==> src/tppi_pkg.sv <==
// Package for the two-port pin integration block: register map, reset values, widths.
// Assumes a classic Wishbone slave with 8-bit data and byte addresses.
package tppi_pkg;
   localparam int unsigned TPPI_AW = 4;
   localparam int unsigned TPPI_DW = 8;
   // Register byte offsets
   localparam logic [3:0] TPPI_T_DATA = 4'h0;
   localparam logic [3:0] TPPI_T_PIN = 4'h1;
   localparam logic [3:0] TPPI_T_DIR = 4'h2;
   localparam logic [3:0] TPPI_T_RDRV = 4'h3;
   localparam logic [3:0] TPPI_T_PULLEN = 4'h4;
   localparam logic [3:0] TPPI_T_PULLPOL = 4'h5;
   localparam logic [3:0] TPPI_S_DATA = 4'h8;
   localparam logic [3:0] TPPI_S_PIN = 4'h9;
   localparam logic [3:0] TPPI_S_DIR = 4'hA;
   localparam logic [3:0] TPPI_S_RDRV = 4'hB;
   localparam logic [3:0] TPPI_S_PULLEN = 4'hC;
   localparam logic [3:0] TPPI_S_PULLPOL = 4'hD;
   localparam logic [3:0] TPPI_S_ODSEL = 4'hE;
   localparam logic [3:0] TPPI_ROUTE = 4'hF;
   // Reset values
   localparam logic [7:0] TPPI_RST_ZERO = 8'h00;
   localparam logic [7:0] TPPI_RST_S_PULLEN = 8'hFF;
   // Bit position of the SPI routing control in the routing register
   localparam int unsigned TPPI_ROUTE_SPI_BIT = 0;
endpackage : tppi_pkg

==> src/tppi_top.sv <==
// Pin integration for a timer-shared port and a serial-shared port, 8 pins each.
// Assumes a classic Wishbone master on clk_i; peripherals supply enables and output levels.
// Summary of operation
// - Active timer function overrides GPIO on the timer port.
// - Enabled timer output compare channels drive their timer port pins.
// - During reset all timer port pins are undriven inputs.
// - Data read returns latch where direction is 1, else sampled pin.
// - Input register always returns sampled pins; writes ignored.
// - Direction bit 0 means input, 1 means output.
// - Output compare forces output without altering the stored direction bit.
// - Disabled output compare returns pin direction to the stored bit.
// - Input capture sees every timer pin level, even when output.
// - Reduced drive: 0 full, 1 about one sixth; ignored for inputs.
// - Timer pull enable only for inputs; reset disables all timer pulls.
// - Polarity picks pull-up or pull-down when pull enabled and allowed.
// - Enabled SPI and SCI functions beat GPIO on the serial port.
// - SPI enabled: upper pins are select, clock, MOSI, MISO; direction ignored.
// - SCI transmit forces output, receive forces input; pins 3/2 and 1/0.
// - Disabled serial functions return direction control to stored bits.
// - During reset serial pins are inputs with pull-up; pull enables reset set.
// - Serial pull-up works for inputs and open-drain outputs, pull-down for inputs only.
// - SPI pins relocatable away from the serial port by a routing setting.
// - Open-drain select: 0 push-pull, 1 open-drain, high never driven.
`timescale 1ns/1ps
module tppi_top (
   input wire logic clk_i,
   input wire logic rst_i,
   // Wishbone slave
   input wire logic wb_cyc_i,
   input wire logic wb_stb_i,
   input wire logic wb_we_i,
   input wire logic [tppi_pkg::TPPI_AW-1:0] wb_adr_i,
   input wire logic [tppi_pkg::TPPI_DW-1:0] wb_dat_i,
   input wire logic [0:0] wb_sel_i,
   output logic [tppi_pkg::TPPI_DW-1:0] wb_dat_o,
   output logic wb_ack_o,
   // Timer unit
   input wire logic tmr_en_i,
   input wire logic [7:0] tmr_oc_en_i,
   input wire logic [7:0] tmr_oc_level_i,
   output logic [7:0] tmr_capture_o,
   // Serial peripheral unit: slave_select, clock, mosi, miso at bits 3..0
   input wire logic spi_en_i,
   input wire logic [3:0] spi_oe_i,
   input wire logic [3:0] spi_out_i,
   output logic [3:0] spi_in_o,
   output logic spi_routed_away_o,
   // Async serial units
   input wire logic async_serial_unit_zero_tx_en_i,
   input wire logic async_serial_unit_zero_rx_en_i,
   input wire logic async_serial_unit_zero_tx_i,
   output logic async_serial_unit_zero_rx_o,
   input wire logic async_serial_unit_one_tx_en_i,
   input wire logic async_serial_unit_one_rx_en_i,
   input wire logic async_serial_unit_one_tx_i,
   output logic async_serial_unit_one_rx_o,
   // Timer-shared pins
   input wire logic [7:0] tpin_i,
   output logic [7:0] tpin_o,
   output logic [7:0] tpin_oe_n_o,
   output logic [7:0] tpin_reduced_o,
   output logic [7:0] tpin_pull_up_o,
   output logic [7:0] tpin_pull_down_o,
   // Serial-shared pins
   input wire logic [7:0] spin_i,
   output logic [7:0] spin_o,
   output logic [7:0] spin_oe_n_o,
   output logic [7:0] spin_reduced_o,
   output logic [7:0] spin_pull_up_o,
   output logic [7:0] spin_pull_down_o
);
   import tppi_pkg::*;

   logic [7:0] t_data_r, t_dir_r, t_rdrv_r, t_pullen_r, t_pullpol_r;
   logic [7:0] s_data_r, s_dir_r, s_rdrv_r, s_pullen_r, s_pullpol_r, s_od_r;
   logic [7:0] route_r;
   logic [7:0] t_meta_r, t_sync_r, s_meta_r, s_sync_r;
   logic ack_r;
   logic [7:0] dat_r;
   logic [7:0] t_out_en, t_out_val, s_out_en, s_out_val, s_drive_en;
   logic [7:0] rd_nxt;
   logic wr_ok, spi_here;

   // Pin synchronisers
   always_ff @(posedge clk_i) begin
      t_meta_r <= tpin_i;
      t_sync_r <= t_meta_r;
      s_meta_r <= spin_i;
      s_sync_r <= s_meta_r;
   end

   // Bus handshake: one wait state, ack drops after one cycle
   assign wr_ok = wb_cyc_i & wb_stb_i & wb_we_i & wb_sel_i[0] & ~ack_r;
   always_ff @(posedge clk_i) begin
      if (rst_i) begin
         ack_r <= 1'b0;
      end else begin
         ack_r <= wb_cyc_i & wb_stb_i & ~ack_r;
      end
   end

   // Timer port registers
   always_ff @(posedge clk_i) begin
      if (rst_i) begin
         t_data_r <= TPPI_RST_ZERO;
         t_dir_r <= TPPI_RST_ZERO;
         t_rdrv_r <= TPPI_RST_ZERO;
         t_pullen_r <= TPPI_RST_ZERO;
         t_pullpol_r <= TPPI_RST_ZERO;
      end else if (wr_ok) begin
         unique case (wb_adr_i)
            TPPI_T_DATA: t_data_r <= wb_dat_i;
            TPPI_T_DIR: t_dir_r <= wb_dat_i;
            TPPI_T_RDRV: t_rdrv_r <= wb_dat_i;
            TPPI_T_PULLEN: t_pullen_r <= wb_dat_i;
            TPPI_T_PULLPOL: t_pullpol_r <= wb_dat_i;
            default: ;
         endcase
      end
   end

   // Serial port registers and routing
   always_ff @(posedge clk_i) begin
      if (rst_i) begin
         s_data_r <= TPPI_RST_ZERO;
         s_dir_r <= TPPI_RST_ZERO;
         s_rdrv_r <= TPPI_RST_ZERO;
         s_pullen_r <= TPPI_RST_S_PULLEN;
         s_pullpol_r <= TPPI_RST_ZERO;
         s_od_r <= TPPI_RST_ZERO;
         route_r <= TPPI_RST_ZERO;
      end else if (wr_ok) begin
         unique case (wb_adr_i)
            TPPI_S_DATA: s_data_r <= wb_dat_i;
            TPPI_S_DIR: s_dir_r <= wb_dat_i;
            TPPI_S_RDRV: s_rdrv_r <= wb_dat_i;
            TPPI_S_PULLEN: s_pullen_r <= wb_dat_i;
            TPPI_S_PULLPOL: s_pullpol_r <= wb_dat_i;
            TPPI_S_ODSEL: s_od_r <= wb_dat_i;
            TPPI_ROUTE: route_r <= wb_dat_i;
            default: ;
         endcase
      end
   end

   // Read multiplexer
   always_comb begin
      rd_nxt = 8'h00;
      unique case (wb_adr_i)
         TPPI_T_DATA: rd_nxt = (t_dir_r & t_data_r) | (~t_dir_r & t_sync_r);
         TPPI_T_PIN: rd_nxt = t_sync_r;
         TPPI_T_DIR: rd_nxt = t_dir_r;
         TPPI_T_RDRV: rd_nxt = t_rdrv_r;
         TPPI_T_PULLEN: rd_nxt = t_pullen_r;
         TPPI_T_PULLPOL: rd_nxt = t_pullpol_r;
         TPPI_S_DATA: rd_nxt = (s_dir_r & s_data_r) | (~s_dir_r & s_sync_r);
         TPPI_S_PIN: rd_nxt = s_sync_r;
         TPPI_S_DIR: rd_nxt = s_dir_r;
         TPPI_S_RDRV: rd_nxt = s_rdrv_r;
         TPPI_S_PULLEN: rd_nxt = s_pullen_r;
         TPPI_S_PULLPOL: rd_nxt = s_pullpol_r;
         TPPI_S_ODSEL: rd_nxt = s_od_r;
         TPPI_ROUTE: rd_nxt = route_r;
         default: rd_nxt = 8'h00;
      endcase
   end

   // Read data register
   always_ff @(posedge clk_i) begin
      if (rst_i) begin
         dat_r <= 8'h00;
      end else if (wb_cyc_i & wb_stb_i & ~ack_r) begin
         dat_r <= rd_nxt;
      end
   end

   assign wb_ack_o = ack_r;
   assign wb_dat_o = dat_r;

   // Timer port direction and data selection
   always_comb begin
      for (int i = 0; i < 8; i++) begin
         if (tmr_en_i & tmr_oc_en_i[i]) begin
            t_out_en[i] = 1'b1;
            t_out_val[i] = tmr_oc_level_i[i];
         end else begin
            t_out_en[i] = t_dir_r[i];
            t_out_val[i] = t_data_r[i];
         end
      end
   end

   // Timer pins; reset holds every pin undriven
   always_comb begin
      for (int i = 0; i < 8; i++) begin
         tpin_o[i] = t_out_val[i];
         tpin_oe_n_o[i] = rst_i | ~t_out_en[i];
         tpin_reduced_o[i] = t_out_en[i] & t_rdrv_r[i] & ~rst_i;
         tpin_pull_up_o[i] = ~rst_i & ~t_out_en[i] & t_pullen_r[i] & ~t_pullpol_r[i];
         tpin_pull_down_o[i] = ~rst_i & ~t_out_en[i] & t_pullen_r[i] & t_pullpol_r[i];
      end
   end

   assign tmr_capture_o = t_sync_r;

   // SPI present on this port unless routed away
   assign spi_here = spi_en_i & ~route_r[TPPI_ROUTE_SPI_BIT];
   assign spi_routed_away_o = route_r[TPPI_ROUTE_SPI_BIT];

   // Serial port function selection
   always_comb begin
      s_out_en = s_dir_r;
      s_out_val = s_data_r;
      if (spi_here) begin
         s_out_en[7:4] = spi_oe_i;
         s_out_val[7:4] = spi_out_i;
      end
      if (async_serial_unit_one_tx_en_i) begin
         s_out_en[3] = 1'b1;
         s_out_val[3] = async_serial_unit_one_tx_i;
      end
      if (async_serial_unit_one_rx_en_i) begin
         s_out_en[2] = 1'b0;
      end
      if (async_serial_unit_zero_tx_en_i) begin
         s_out_en[1] = 1'b1;
         s_out_val[1] = async_serial_unit_zero_tx_i;
      end
      if (async_serial_unit_zero_rx_en_i) begin
         s_out_en[0] = 1'b0;
      end
   end

   // Open-drain drives only low levels
   assign s_drive_en = ~rst_i ? (s_out_en & ~(s_od_r & s_out_val)) : 8'h00;

   // Serial pins; reset gives inputs with pull-up
   always_comb begin
      for (int i = 0; i < 8; i++) begin
         spin_o[i] = s_out_val[i];
         spin_oe_n_o[i] = ~s_drive_en[i];
         spin_reduced_o[i] = s_drive_en[i] & s_rdrv_r[i];
         if (rst_i) begin
            spin_pull_up_o[i] = 1'b1;
            spin_pull_down_o[i] = 1'b0;
         end else begin
            // Pull-up allowed for inputs and open-drain outputs, pull-down for inputs only
            spin_pull_up_o[i] = s_pullen_r[i] & ~s_pullpol_r[i] & (~s_out_en[i] | s_od_r[i]);
            spin_pull_down_o[i] = s_pullen_r[i] & s_pullpol_r[i] & ~s_out_en[i];
         end
      end
   end

   // Peripheral inputs from synchronised pin levels
   assign spi_in_o = s_sync_r[7:4];
   assign async_serial_unit_one_rx_o = s_sync_r[2];
   assign async_serial_unit_zero_rx_o = s_sync_r[0];
endmodule : tppi_top

==> config.mk <==
export PLATFORM = sky130hd
export DESIGN_NAME = tppi_top
export DESIGN_NICKNAME = d
export VERILOG_FILES = /design/src/tppi_pkg.sv /design/src/tppi_top.sv
export SDC_FILE = /design/constraint.sdc
export NUM_CORES = 1
export LEC_CHECK = 0
export BUFFER_PORTS_ARGS = -buffer_cell sky130_fd_sc_hd__buf_2
export CELL_PAD_IN_SITES_DETAIL_PLACEMENT = 0
export CELL_PAD_IN_SITES_GLOBAL_PLACEMENT = 2
export CORE_MARGIN = 5
export CORE_UTILIZATION = 35
export DETAILED_ROUTE_END_ITERATION = 8
export PLACE_DENSITY = 0.89
export SYNTH_ARGS = -nofsm -noshare
export SYNTH_HDL_FRONTEND = slang
export SYNTH_SLANG_ARGS = --single-unit
==> constraint.sdc <==
create_clock -name clk_i -period 4.04 [get_ports clk_i]
set_input_delay 0 -clock clk_i [delete_from_list [all_inputs] [get_ports clk_i]]
set_output_delay 0 -clock clk_i [all_outputs]
set_load 0.005 [all_outputs]
==> impl_results.md <==
* Placed instance area at ~7700 um2
* P_leak at approximately 3.3 nW
* Psw at 0.775 mW
* Slew of the pin with the lowest slew margin at between 1 and 1.5 ns
* Design area at ~8500 um2
* Final Cycle Share at between 60 and 70%
* Initial antenna violation count at 0
* First-pass GRT wire length at ~34,000 um
* DRT antenna net count at 0
* Crit path to: spin_reduced_o[7]
* Syn nets at 777
* N_diodes at 0
* Final nets at between 900 and 1,000
* CORE AREA at roughly 19,000 um2
* Reg2reg end: s_od_r[3]
* Total Neg Setup Slack at 0 ns
* Clk pwr share at around 50%
* RePlAce Congestion at ~0.86
* Row count at 50
* Final min period at approximately 2.5 ns
* Slew Viols, Final at 0
* XOR/XNOR share of the synthesized area at 0%
* Sw Share at 23.7%
* Vias in the first global route at 5,892
* WP depth at 5
* Min setup slack post-route at around 1.5 ns
* Largest family of logic cells by synthesized area: simple AND/OR/NAND/NOR gates
* Post-Synth Simple-Gate Area at roughly 22%
* Skew-Pair Late Insertion Delay at roughly 0.42 ns
* Root Buffer: clkbuf_16
* Setup WS pre-CTS at 1.60 ns
* R2R Setup Slk at roughly 1.8 ns
* HP Class: in2reg
* Die height at 149 um
* Layout cells sized above 1 at approximately 28%
* Maximum vdd drop at 283 uV
* Multiplexer area fraction after synthesis at about a fifth
* Dominant cell by count in the synthesized netlist: dfxtp_1
* CTS Buf Count at 17
* CP max stage cell: nor2b_1
* TritonCTS clock tree: built
* Internal power at 2.49 mW
* Number of gates resized after cts at 0
* Logic gate share of total power at 8.0%
* Sink Count at ~140
* RSZ-0062 raised after global routing: no
* Synth cell count leaders: dfxtp_1, mux2i_1, nor2_1
* I/O Buffers at about 170
* Area leader, netlist: dfxtp_1
* Type of origin of the critical path: flop
* Drt total wl at roughly 22,000 um
* Synthesized area at approximately 6700 um2
* Status: completed
* Yosys warnings at 0
* Total global routing overflow at 0
* Final setup violation count at 0
* Area of the multi-input gates at between 3000 and 4000 um2
* Synth Area in Adders at 0%
* Worst EP arrival at between 2 and 3 ns
* Initial Util at between 30% and 40%
* Area contributors post-synth: dfxtp_1, mux2i_1, nor2_1
* I/O Pins at 170
* Ys async rst share at 0%
* Crit path max fanout at 8
* Mean Syn Cell Area at between 9 and 10 um2
* Post-synth top area share at between 40% and 50%
* Netlist cell types at 53
* Worst Setup Path Type: reg2out
* Upper clock frequency limit at 398 MHz
* Fin. Hold Viols at 0
* CP required at slightly above 4 ns
* Detailed placement HPWL at between 15,000 and 20,000 um
* Cell Pwr Density at about 390 nW/um2
* Max incr delay on CP at ~0.76 ns
* Register area share after synthesis at roughly two fifths
* Critical Path Source: route_r[0]
* DR iter-0 viols at between 300 and 400
* DR WL/cell at about 19 um
* Crit-path cells: nor2b_1 > mux2_2 > a211o_1 > nor2_1 > buf_2
* Clock Skew at between 0.005 and 0.006 ns
* H-tree levels at 4
* Area growth syn-to-layout at 25.5%
* Gr usage total at 19.6%
* Drt drc at 0
* Flop pwr share at a little over two fifths
* Worst r2r path cells at 4
* Critical Path Sink Type: output pin
* TritonRoute pass-1 iters at 7
* Max cap viols at 0
* Finished Layout Cells at between 1,000 and 1,500
* Synth Area in Compound Gates at between 10% and 20%
* Reg clk slew, reported paths at approximately 0.06 ns
* DR vias/cell at between 5 and 6
* Chip width at 149 um
* Slew HR at 25.0%
* Dpl cells at 1,083
* Largest net degree at the start of global routing at 92
* Reg-to-Reg Start: wb_ack_o
* Fill cell count at between 1,500 and 2,000
* Register area at ~2700 um2
* Crit-path leading delay family: simple AND/OR/NAND/NOR gates
* EDFF count, synth at 0
* Full die area at between 20,000 and 25,000 um2
* Via count at 5,875
* CP bufs+invs at 1
* Syn Inst Count at ~710
* Most used DFF post-synth: dfxtp_1
* Power, Total at 3.27 mW
* Post-synthesis register bit count at about 140
* Longest Clk Path Bufs at 2
-- state kept, by name, indices dropped and copies added, names as in the netlist --
signal and cells:
t_pullen_r 8, route_r 8, s_dir_r 8, s_pullpol_r 8
t_data_r 8, s_pullen_r 8, wb_ack_o 1, s_sync_r 8
t_rdrv_r 8, t_dir_r 8, s_od_r 8, wb_dat_o 8
tmr_capture_o 8, s_data_r 8, t_pullpol_r 8, t_meta_r 8
s_meta_r 8, s_rdrv_r 8
-- area by class of cell --
class                      instances  area share (%)
sequential                       137            32.4
tap                              260            3.84
clock inverter                    11            1.68
inverter                          19           0.842
timing repair buffer             190            12.4
multi-input combinational        495            43.3
clock buffer                      21            5.56
-- layout by cell type (no fill, tap or decap), types with 17 or more instances in the layout --
cell type      instances
dfxtp_1              137
nor2b_1               21
inv_1                 19
buf_2                168
a211o_1               17
clkbuf_16             17
mux2i_1              118
dlygate4sd3_1         18
nand2_1               26
a22oi_1               18
nor2_1               114
-- logic make-up (layout without fill, tap and decap cells) --
group	after synthesis	count (layout)
AND/OR/NAND/NOR	252	252
multiplexers	133	133
AO/OA/AOI/OAI	110	110
buffers and inverters	79	241
flip-flops	137	137
-- power groups by stage --
| stage | registers, mW | clock network, mW | logic, mW |
|---|---|---|---|
| 3_3_place_gp | 1.42 | 0 | 0.248 |
| 2_1_floorplan | 1.41 | 0 | 0.155 |
| 3_5_place_dp | 1.42 | 0 | 0.248 |
| 6_report | 1.39 | 1.62 | 0.261 |
| 5_1_grt | 1.39 | 1.71 | 0.285 |
| 4_1_cts | 1.39 | 1.65 | 0.263 |
-- stage by stage --
stage,hold slack [ns],util (%)
finish,0.0268,45.0
global route,0.0194,45.0
CTS,0.00504,45.0
detailed placement,0.104,40.7
global placement,0.102,40.7
floorplan,0.0277,-
-- worst min-delay path, cell delays in order --
cell and delay (ns):
buf_2 0.19, mux2i_1 0.16, nor2_1 0.05
-- routing by layer --
metal | GRT usage (%) | vias up | share of wire (%)
li1 | - | 2837 | -
met1 | 25.4 | 2813 | 44
met2 | 32.6 | 201 | 49
met3 | 5.35 | 24 | 6.2
met4 | 4.81 | 0 | 1.4
met5 | 0 | - | 0
-- worst min-delay path by stage --
| stage | from | depth (start not counted) | endpoint | slack, ns |
|---|---|---|---|---|
| after floorplan | spin_i[0] | 0 | s_meta_r[0] | 0.03 |
| after global placement | spin_i[0] | 1 | s_meta_r[0] | 0.10 |
| after detailed placement | spin_i[0] | 1 | s_meta_r[0] | 0.10 |
| after CTS | wb_dat_i[6] | 3 | s_data_r[6] | 0.005 |
| after global routing | wb_dat_i[7] | 3 | route_r[7] | 0.02 |
| final | wb_dat_i[6] | 3 | s_data_r[6] | 0.03 |
-- repair_timing --
item                      in CTS  in global routing
buffers inserted               0                  0
hold buffers                  18                  0
hold endpoints to repair      27                  0
Note: power is estimated with default switching activity, not from simulation.
